<file path="src/verilog/periph_move_pkg.sv">
package periph_move_pkg;
    localparam logic [2:0]  MOVE_OP_CODE   = 3'h3;
    localparam logic [7:0]  BANK_OP_CODE   = 8'hB8;
    localparam logic [7:0]  BANK_RESET     = 8'h00;
    localparam logic [7:0]  WORK_ADDR      = 8'h0A;
    localparam logic [7:0]  INDF0_ADDR     = 8'h00;
    localparam logic [7:0]  INDF1_ADDR     = 8'h08;
    localparam int          MOVE_HI_POS    = 13;
    localparam int          DEST_LSB_POS   = 8;

    typedef enum logic [3:0] {
        Q1 = 4'b0001,
        Q2 = 4'b0010,
        Q3 = 4'b0100,
        Q4 = 4'b1000
    } qphase_t;

    typedef struct packed {
        logic       en;
        logic [7:0] addr;
        logic [7:0] data;
    } mem_req_t;

    typedef struct packed {
        qphase_t    phase;
        logic [1:0] kind;
        logic [7:0] src;
        logic [7:0] dst;
        logic [7:0] lit;
        logic [7:0] data;
        logic [7:0] bank;
        logic       done;
    } exec_state_t;
endpackage

</file>
<file path="src/verilog/addr_resolve.sv">
`timescale 1ns/1ps
`default_nettype none
// Replaces an indirect-window address by the matching pointer value
module addr_resolve
    import periph_move_pkg::*;
(
    input  wire logic [7:0] raw_addr,
    input  wire logic [7:0] fsr0,
    input  wire logic [7:0] fsr1,
    output logic      [7:0] eff_addr
);
    // Indirect selection through either pointer
    always_comb begin
        if (raw_addr == INDF0_ADDR) begin
            eff_addr = fsr0;
        end else if (raw_addr == INDF1_ADDR) begin
            eff_addr = fsr1;
        end else begin
            eff_addr = raw_addr;
        end
    end
endmodule
`default_nettype wire

</file>
<file path="src/verilog/file_periph_move_bank_low_exec.sv">
`timescale 1ns/1ps
`default_nettype none
// Executes the file-to-peripheral move and the bank-low nibble load
module file_periph_move_bank_low_exec
    import periph_move_pkg::*;
(
    input  wire logic        clk,
    input  wire logic        reset_n,
    input  wire logic        instr_valid,
    input  wire logic [15:0] instr_word,
    input  wire logic [7:0]  fsr0,
    input  wire logic [7:0]  fsr1,
    input  wire logic [7:0]  rd_data,
    output var mem_req_t     rd_req,
    output var mem_req_t     wr_req,
    output logic      [7:0]  bank_select_reg,
    output logic      [3:0]  q_phase,
    output logic             instr_done,
    output logic             flags_we
);
    localparam logic [1:0] KIND_NONE = 2'h0;
    localparam logic [1:0] KIND_MOVE = 2'h1;
    localparam logic [1:0] KIND_BANK = 2'h2;

    exec_state_t s_q;
    exec_state_t s_d;
    logic        is_move;
    logic        is_bank;
    logic [7:0]  src_raw;
    logic [7:0]  dst_raw;
    logic [7:0]  src_eff;
    logic [7:0]  dst_eff;

    // Decode of the fetched word
    assign is_move = instr_valid && (instr_word[15:MOVE_HI_POS] == MOVE_OP_CODE);
    assign is_bank = instr_valid && (instr_word[15:8] == BANK_OP_CODE);
    assign src_raw = instr_word[7:0];
    assign dst_raw = {3'h0, instr_word[12:DEST_LSB_POS]};

    // Operand resolution; working register passes as a plain address
    addr_resolve u_src (
        .raw_addr (src_raw),
        .fsr0     (fsr0),
        .fsr1     (fsr1),
        .eff_addr (src_eff)
    );
    addr_resolve u_dst (
        .raw_addr (dst_raw),
        .fsr0     (fsr0),
        .fsr1     (fsr1),
        .eff_addr (dst_eff)
    );

    // Quarter-cycle sequencing
    always_comb begin
        s_d      = s_q;
        s_d.done = 1'b0;
        unique case (s_q.phase)
            // Decode slot: capture kind and resolved operands
            Q1: begin
                s_d.phase = Q2;
                s_d.kind  = is_move ? KIND_MOVE : (is_bank ? KIND_BANK : KIND_NONE);
                s_d.src   = src_eff;
                s_d.dst   = dst_eff;
                s_d.lit   = {4'h0, instr_word[3:0]};
            end
            // Read slot: latch the source byte
            Q2: begin
                s_d.phase = Q3;
                if (s_q.kind == KIND_MOVE) begin
                    s_d.data = rd_data;
                end
            end
            // Process slot: data passes unchanged
            Q3: begin
                s_d.phase = Q4;
            end
            // Write slot: bank nibble update and completion
            Q4: begin
                s_d.phase = Q1;
                s_d.done  = (s_q.kind != KIND_NONE);
                if (s_q.kind == KIND_BANK) begin
                    s_d.bank = {s_q.bank[7:4], s_q.lit[3:0]};
                end
            end
            default: s_d.phase = Q1;
        endcase
    end

    // State register
    always_ff @(posedge clk) begin
        if (!reset_n) begin
            s_q <= '{
                phase: Q1,
                kind:  KIND_NONE,
                src:   8'h00,
                dst:   8'h00,
                lit:   8'h00,
                data:  8'h00,
                bank:  BANK_RESET,
                done:  1'b0
            };
        end else begin
            s_q <= s_d;
        end
    end

    // Memory strobes in Q2 and Q4
    always_comb begin
        rd_req      = '0;
        wr_req      = '0;
        rd_req.en   = (s_q.phase == Q2) && (s_q.kind == KIND_MOVE);
        rd_req.addr = s_q.src;
        wr_req.en   = (s_q.phase == Q4) && (s_q.kind == KIND_MOVE);
        wr_req.addr = s_q.dst;
        wr_req.data = s_q.data;
    end

    assign bank_select_reg = s_q.bank;
    assign q_phase         = s_q.phase;
    assign instr_done      = s_q.done;
    assign flags_we        = 1'b0;

    // Checks

    // Byte read in Q2 is the byte written in Q4
    chk_move_write_data: assert property (@(posedge clk) disable iff (!reset_n)
        rd_req.en |-> ##2 (wr_req.en && wr_req.data == $past(rd_data, 2)))
        else $error("move wrote wrong data");

    // Read strobe only in the second quarter
    chk_read_in_q2: assert property (@(posedge clk) disable iff (!reset_n)
        rd_req.en |-> q_phase == 4'b0010) else $error("read outside Q2");

    // Write strobe only in the fourth quarter
    chk_write_in_q4: assert property (@(posedge clk) disable iff (!reset_n)
        wr_req.en |-> q_phase == 4'b1000) else $error("write outside Q4");

    // Direct destinations stay inside the lower window
    chk_dest_window: assert property (@(posedge clk) disable iff (!reset_n)
        (wr_req.en && $past(q_phase, 3) == 4'b0001 && $past(instr_word[12:8] != 5'h08, 3)
         && $past(instr_word[12:8] != 5'h00, 3)) |-> wr_req.addr < 8'h20)
        else $error("destination outside window");

    // High nibble of bank select never moves
    chk_bank_high_keep: assert property (@(posedge clk) disable iff (!reset_n)
        $past(reset_n) |-> bank_select_reg[7:4] == $past(bank_select_reg[7:4]))
        else $error("bank high nibble changed");

    // Literal lands in the low nibble at the end of the round
    chk_bank_low_load: assert property (@(posedge clk) disable iff (!reset_n)
        (q_phase == 4'b0001 && is_bank) |-> ##4 bank_select_reg[3:0] == $past(instr_word[3:0], 4))
        else $error("bank low nibble not loaded");

    // Status flag write enable stays low
    chk_no_flags: assert property (@(posedge clk) disable iff (!reset_n)
        !flags_we) else $error("status flags written");

    // A recognised word completes after one round
    chk_one_cycle: assert property (@(posedge clk) disable iff (!reset_n)
        (q_phase == 4'b0001 && (is_move || is_bank)) |-> ##4 instr_done)
        else $error("instruction not done in one cycle");

    // Source through the first pointer
    chk_indirect_src: assert property (@(posedge clk) disable iff (!reset_n)
        (q_phase == 4'b0001 && is_move && instr_word[7:0] == INDF0_ADDR) |-> ##1 rd_req.addr == $past(fsr0))
        else $error("indirect source not resolved");

    // Quarter phase is always one-hot
    chk_phase_onehot: assert property (@(posedge clk) disable iff (!reset_n)
        $onehot(q_phase)) else $error("phase not one-hot");

    // Round wraps from the fourth quarter to the first
    chk_phase_wrap: assert property (@(posedge clk) disable iff (!reset_n)
        q_phase == 4'b1000 |=> q_phase == 4'b0001) else $error("phase did not wrap");

    // Direct source address passes unchanged, working register included
    chk_direct_src: assert property (@(posedge clk) disable iff (!reset_n)
        (q_phase == 4'b0001 && is_move && instr_word[7:0] != INDF0_ADDR && instr_word[7:0] != INDF1_ADDR)
        |-> ##1 rd_req.addr == $past(instr_word[7:0]))
        else $error("direct source address wrong");

    // Direct destination address comes from the five window bits
    chk_direct_dst: assert property (@(posedge clk) disable iff (!reset_n)
        (q_phase == 4'b0001 && is_move && instr_word[12:8] != 5'h00 && instr_word[12:8] != 5'h08)
        |-> ##3 wr_req.addr == {3'h0, $past(instr_word[12:8], 3)})
        else $error("direct destination address wrong");

    // Completion is a single-cycle pulse
    chk_done_pulse: assert property (@(posedge clk) disable iff (!reset_n)
        instr_done |=> !instr_done) else $error("done held too long");

    // Unrecognised words complete nothing
    chk_refuse_quiet: assert property (@(posedge clk) disable iff (!reset_n)
        (q_phase == 4'b0001 && !(is_move || is_bank)) |-> ##4 !instr_done)
        else $error("foreign word completed");

    // Bank select only changes on a bank-low load
    chk_bank_only_load: assert property (@(posedge clk) disable iff (!reset_n)
        (q_phase == 4'b0001 && !is_bank) |-> ##4 $stable(bank_select_reg))
        else $error("bank changed without load");

    // Read and write strobes never overlap
    chk_strobe_apart: assert property (@(posedge clk) disable iff (!reset_n)
        !(rd_req.en && wr_req.en)) else $error("read and write together");

    // Main scenarios reached
    cov_move: cover property (@(posedge clk) disable iff (!reset_n) wr_req.en);
    cov_refused: cover property (@(posedge clk) disable iff (!reset_n)
        q_phase == 4'b0001 && instr_valid && !is_move && !is_bank);
    cov_bank: cover property (@(posedge clk) disable iff (!reset_n)
        $changed(bank_select_reg[3:0]));
    cov_work_src: cover property (@(posedge clk) disable iff (!reset_n)
        rd_req.en && rd_req.addr == WORK_ADDR);
endmodule
`default_nettype wire

</file>
<file path="config.mk">
export PLATFORM = sky130hd
export DESIGN_NAME = file_periph_move_bank_low_exec
export DESIGN_NICKNAME = d
export VERILOG_FILES = /design/src/verilog/periph_move_pkg.sv /design/src/verilog/addr_resolve.sv /design/src/verilog/file_periph_move_bank_low_exec.sv
export SDC_FILE = /design/constraint.sdc
export NUM_CORES = 1
export LEC_CHECK = 0
export ABC_AREA = 1
export BUFFER_PORTS_ARGS = -buffer_cell sky130_fd_sc_hd__buf_2
export CORE_AREA = 5 5 78 80
export DETAILED_ROUTE_END_ITERATION = 10
export DIE_AREA = 0 0 83 85
export PLACE_DENSITY = 0.74
export SYNTH_ARGS = -nofsm -noshare
export SYNTH_HDL_FRONTEND = slang
export SYNTH_SLANG_ARGS = --single-unit
export TNS_END_PERCENT = 20
</file>
<file path="constraint.sdc">
create_clock -name clk -period 1.2 [get_ports clk]
set_input_delay 0.12 -clock clk [delete_from_list [all_inputs] [get_ports clk]]
set_output_delay 0.12 -clock clk [all_outputs]
set_load 0.005 [all_outputs]
</file>
==> metrics.cfg, run 1 <==
[clock_tree]
root_buffer=clkbuf_8
cts_num_sinks=39
clkTransAtPathRegs_ps=80
cts_tree=yes
clkLatencyLatePin_ps=290
htree_levels=2
cts_hold_buf=0
cts_buffer_depth=2
cts_buffers=5

[sta]
fin_crit_ps=1350
fin_hold_ws_ps=69.0
fin_crit_sh_pct=113
slew_viol_final=0
clock_skew_ps=8.12
setup_slack_ps=-155
rsz0062_at_grt=true
hold_viol_final=0
setup_viol=19
timing.fmax_mhz=738

[critical_path]
reg2reg_slack_ps=-40
cp-endpoint=wr_req[16]
cp.depth=6
startpoint_type=flip-flop
crit_required_ps=1080
cp_slowest_cell=dfxtp_4
r2r_cells=7
cp-startpoint=q_phase[1]
cp_slowest_stage_delay_ps=360
crit_buf_inv=3
r2r_end=wr_req[1]
path_delay_family=flip-flops
crit_fanout=2
crit_type=flip-flop to primary output
critPathCaptureType=primary output
crit_chain=inv_4 > nand2_4 > nor3_4 > inv_2 > nor3_2 > buf_2
worstPathArrival_ps=1230
r2r-start=q_phase[2]

[place]
dp_slack_ps=-36.7
io_buffers=77
dpl.hpwl_microns=4220
gp_congestion=0.855

[synth]
synth.area.top_cells=dfxtp_1 (35%), buf_4 (15%), nand2_1 (13%)
synth.most_common_cell=nand2_1
yosys_warnings=0
synth_seq_area_share_pct=35.3
synthTopCellsByCount=nand2_1 (76), buf_4 (45), dfxtp_1 (39)
syn_area_per_cell_sq_um=7.04
synth_edf_count=0
synth_seq_cells=39
synth_top_flop_cell=dfxtp_1
yosys.area.top_type=dfxtp_1
synthArstFlopShare_pct=0
synth_top_area_share_pct=35.3
synthCells=314
ys_types=26
syn_area_sq_mm=0.00221

[status]
status=finished, violations left
violations=negative setup slack

[detailed_routing]
drtPass1Iterations=4
wire_per_inst_microns=12.5
highest_layer=met4
vias_per_cell=4.60
wirelength_microns=5710
drt_iter0_drc=112
wl_met2_microns=2940
wl_met1_microns=2450
postRouteAntennaNets=0
met3_length_microns=293
vias=2108
drc=0

[power]
switching_share_pct=32.3
clkPwrFrac_pct=27.1
leakagePower_nw=1.39
power.share.combinational_pct=33.8
p_switching_w=0.00130
power_w=0.00403
p_int_w=0.00272
peakVddDrop_mv=0.640
pwr-share-seq_pct=39.1
power_density_mw_per_mm2=1430

[die]
die_y_microns=85
fp.dieArea_sq_mm=0.00706
rows=27
initial_core_util_pct=41.4
num_io_pins=91
core_sq_mm=0.00534
dieWidth_microns=83

[layout]
largest_reg_flops=16
drive_gt1_share_pct=39.6
antenna_cells=0
utilization_pct=52.6
nNetsFinal=428
area_growth_pct=27.1

[global_routing]
grt_pass1_vias=1989
antenna_found_initial=0
grt_pass1_wl_microns=8890
grt_max_degree=18
grtUsageTotal_pct=15.1
overflow=0

[min_path]
hold_class=input port to flip-flop

[run]
maxCapViolations=0

[per-layer routing]
| metal | vias to the layer above | global-route usage [%] |
|---|---|---|
| met5 | - | 0 |
| met4 | 0 | 3.12 |
| met3 | 2 | 3.79 |
| met2 | 56 | 27.3 |
| met1 | 972 | 18.2 |
| li1 | 1078 | - |
[worst min path at each step]
| stage | cells after the start | endpoint | slack (ps) | start |
|---|---|---|---|---|
| global route | 3 | wr_req[6] | 60 | rd_data[6] |
| global placement | 3 | rd_req[11] | 370 | fsr0[3] |
| detailed placement | 3 | wr_req[0] | 380 | rd_data[0] |
| finish | 3 | wr_req[4] | 70 | rd_data[4] |
| CTS | 3 | wr_req[0] | 60 | rd_data[0] |
| floorplan | 2 | s_q[41] | 260 | reset_n |
[cell type report]
cell class                      count  area [sq um]
Clock inverter                      3          43.8
Timing Repair Buffer              104           647
Timing Repair inverter              1          6.26
Fill cell                         560          2530
Multi-Input combinational cell    201          1020
Clock buffer                        5          68.8
Inverter                           33           139
Sequential cell                    39           792
Tap cell                           72          90.1
[worst register-to-register path, stage by stage, from the launching register on]
cell	delay [ps]
dfxtp_2	340
nor2_4	140
buf_4	140
nand4_4	100
buf_6	150
buf_4	140
nand2_1	60
a21oi_1	60
[placed cells by master (no fill, tap or decap), drive strengths merged]
cell	synthesis	final
a21boi	1	1
a21oi	39	39
buf	50	104
bufinv	0	1
clkbuf	3	5
clkinv	0	2
conb	1	13
dfxtp	39	39
inv	33	34
nand2	76	76
nand3	14	14
nand3b	2	2
nand4	7	7
nor2	34	34
nor3	4	4
o211ai	3	3
o21ai	8	8
[power by group through the flow]
stage	Combinational [W]	Sequential (W)	Clock [W]
floorplan	0.000848	0.00157	0
global placement	0.000980	0.00159	0
CTS	0.00116	0.00157	0.00112
detailed placement	0.000999	0.00159	0
finish	0.00136	0.00157	0.00109
global route	0.00151	0.00159	0.00115
[repair_timing]
item,4_1_cts,5_1_grt
pin swaps,4,2
setup buffers,8,5
cloned,0,1
setup endpoints to repair,17,30
resized for setup,24,19
[logic make-up (layout without fill, tap and decap cells)]
group           after synthesis  count (layout)  synth area share, %
buf+inv                      86             146                 23.6
flops                        39              39                 35.3
simple gates                137             137                 27.9
other cells                   1              13                0.170
compound gates               51              51                 13.0
[stage by stage]
stage | setup TNS [ps] | cell area, sq um | cells
after CTS | -288 | 2690 | 452
after detailed placement | -200 | 2450 | 436
final | -611 | 2810 | 458
after floorplan | 0 | 2250 | 326
after global placement | -29.6 | 2450 | 436
after global routing | -2330 | 2810 | 458
Power figures use the tool's default switching activity.
==> run 2, diff against run 1 <==
--- a/config.mk
+++ b/config.mk
@@ -7,11 +7,12 @@
 export LEC_CHECK = 0
 export ABC_AREA = 1
 export BUFFER_PORTS_ARGS = -buffer_cell sky130_fd_sc_hd__buf_2
-export CORE_AREA = 5 5 78 80
+export CORE_AREA = 5 5 80 82
 export DETAILED_ROUTE_END_ITERATION = 10
-export DIE_AREA = 0 0 83 85
+export DIE_AREA = 0 0 85 87
 export PLACE_DENSITY = 0.74
 export SYNTH_ARGS = -nofsm -noshare
 export SYNTH_HDL_FRONTEND = slang
+export SYNTH_HIERARCHICAL = 1
 export SYNTH_SLANG_ARGS = --single-unit
 export TNS_END_PERCENT = 20
==> constraint.sdc (replaced) <==
create_clock -name clk -period 1.23 [get_ports clk]
set_input_delay 0.123 -clock clk [delete_from_list [all_inputs] [get_ports clk]]
set_output_delay 0.123 -clock clk [all_outputs]
set_load 0.005 [all_outputs]
==> metrics.cfg, run 2 <==
[run]
maxCapViolations=0

[power]
power_density_mw_per_mm2=1330
peakVddDrop_mv=0.527
leakagePower_nw=1.48
power_w=0.00367

[die]
num_io_pins=91
die_y_microns=87
rows=28
core_sq_mm=0.00568
fp.dieArea_sq_mm=0.00740
initial_core_util_pct=41.6
dieWidth_microns=85

[critical_path]
critPathCaptureType=primary output
startpoint_type=flip-flop
crit_type=flip-flop to primary output
r2r_end=rd_req[15]
crit_required_ps=1110
cp_slowest_cell=dfxtp_2
path_delay_family=simple AND/OR/NAND/NOR gates
reg2reg_slack_ps=30
r2r_cells=6
worstPathArrival_ps=1140
crit_fanout=4
crit_buf_inv=1
cp_slowest_stage_delay_ps=350
r2r-start=q_phase[0]
crit_chain=nor2_4 > nand3_2 > nor3_2 > buf_2

[layout]
fillerInstances=595
seqCellArea_sq_um=788
mostFrequentLayoutCells=buf_2 (76), nor2_1 (67), nand2_1 (43), nand3_1 (35), dfxtp_1 (35)
stdcell_count=468
area_growth_pct=16.8
drive_gt1_share_pct=34.4
largest_reg_flops=16
antenna_cells=0
multi_input_area_sq_mm=0.00115
nNetsFinal=435
final_common_cell=buf_2
utilization_pct=48.5

[sta]
fin_crit_ps=1270
clock_skew_ps=5.01
setup_slack_ps=-35.7
slew_viol_final=0
setup_viol=2
hold_viol_final=0
timing.fmax_mhz=790
fin_crit_sh_pct=103
tns_ps=-55.9
rsz0062_at_grt=true

[synth]
synth.most_common_cell=nor2_1
synth_top_area_share_pct=33.1
synth.area.top_cells=dfxtp_1 (33%), buf_4 (15%), nor2_1 (11%)
synthArstFlopShare_pct=0
synth_top_flop_cell=dfxtp_1
syn_area_per_cell_sq_um=7.02
synth_edf_count=0
synthCells=336
yosys_warnings=6
synthTopCellsByCount=nor2_1 (68), buf_4 (47), nand2_1 (43)
syn_area_sq_mm=0.00236
ys_types=25
synth_seq_area_share_pct=33.1
yosys.area.top_type=dfxtp_1
synth_seq_cells=39

[place]
gp_congestion=0.882
io_buffers=77
dp_cells=457
dpl.hpwl_microns=4060

[clock_tree]
cts_buffer_depth=2
htree_levels=2
cts_num_sinks=39
cts_buffers=5
clkLatencyLatePin_ps=290
root_buffer=clkbuf_8
cts_tree=yes
cts_hold_buf=0
clkTransAtPathRegs_ps=80

[detailed_routing]
drt_iter0_drc=48
wire_per_inst_microns=11.1
wirelength_microns=5220
vias=2081
postRouteAntennaNets=0
drtPass1Iterations=4
vias_per_cell=4.45
drc=0

[status]
status=finished, violations left
violations=negative setup slack

[global_routing]
grt_pass1_vias=1957
antenna_found_initial=0
grt_pass1_wl_microns=8560
grtUsageTotal_pct=14.2
overflow=0
grt_max_degree=29

[min_path]
timing.hold.worst_endpoint=wr_req[4]
hold_class=input port to flip-flop
hold_depth=3
min_from=rd_data[4]

run 2: cell count changes after synthesis, sizes merged, moves of 7 or more:
cell / delta
nand4: -7
nand2: -19
o21ai: +12
a21oi: -34
nand3: +25
nor2: +46
run 2: report_power, final:
group / internal (W) / switching, W / leakage, nW
Sequential: 0.00146 / 0.000113 / 0.322
Combinational: 0.000409 / 0.000586 / 1.09
Clock: 0.000656 / 0.000446 / 0.0612
Total: 0.00253 / 0.00115 / 1.48
run 2: repair_timing:
action,in CTS,in global routing
gates resized for setup,11,8
pin swaps,2,2
setup endpoints to repair,2,27
setup buffers,3,0
run 2: cell type report:
type,instances,area share [%]
repair buffers,84,16.7
flip-flops and latches,39,28.6
clock inverters,2,1.27
clock buffers,6,3.00
inverters,36,5.27
multi-input cells,226,41.7
well taps,75,3.41
run 2: worst max path at each step:
stage / depth (start not counted) / startpoint / endpoint / slack (ps)
2_1_floorplan: 7 / q_phase[3] / wr_req[6] / 190
3_3_place_gp: 6 / q_phase[1] / bank_select_reg[2] / 110
3_5_place_dp: 6 / q_phase[0] / rd_req[12] / 50
4_1_cts: 6 / q_phase[2] / rd_req[16] / -40
5_1_grt: 4 / q_phase[1] / wr_req[16] / -100
6_report: 4 / q_phase[1] / wr_req[16] / -40
run 2: kinds of logic (layout without fill, tap and decap cells):
logic type,count (synthesis),in the layout,synth area share (%)
buffers and inverters,89,128,22.4
AO/OA/AOI/OAI,27,27,6.15
other,1,19,0.159
flip-flops,39,39,33.1
AND/OR/NAND/NOR,180,180,38.2
run 2: per-stage QoR:
step | instance area [sq um] | hold WS (ps) | setup WS (ps)
2_1_floorplan | 2430 | 255 | 187
3_3_place_gp | 2560 | 345 | 110
3_5_place_dp | 2560 | 352 | 46.9
4_1_cts | 2740 | 42.9 | -40.4
5_1_grt | 2760 | 44.8 | -99.7
6_report | 2760 | 48.4 | -35.7
run 2: metal layers:
| layer | global-route usage (%) | wire length, microns | vias to the layer above | share of wire, % |
|---|---|---|---|---|
| met5 | 0 | 0 | - | 0 |
| met4 | 4.60 | 45 | 0 | 0.86 |
| met3 | 4.64 | 386 | 5 | 7.4 |
| met2 | 25.1 | 2540 | 64 | 49 |
| met1 | 16.3 | 2240 | 922 | 43 |
| li1 | - | - | 1090 | - |
run 2: worst min-delay path, delay by kind of cell:
family	cells	cell delay, ps
simple gates	2	110
buf+inv	1	80
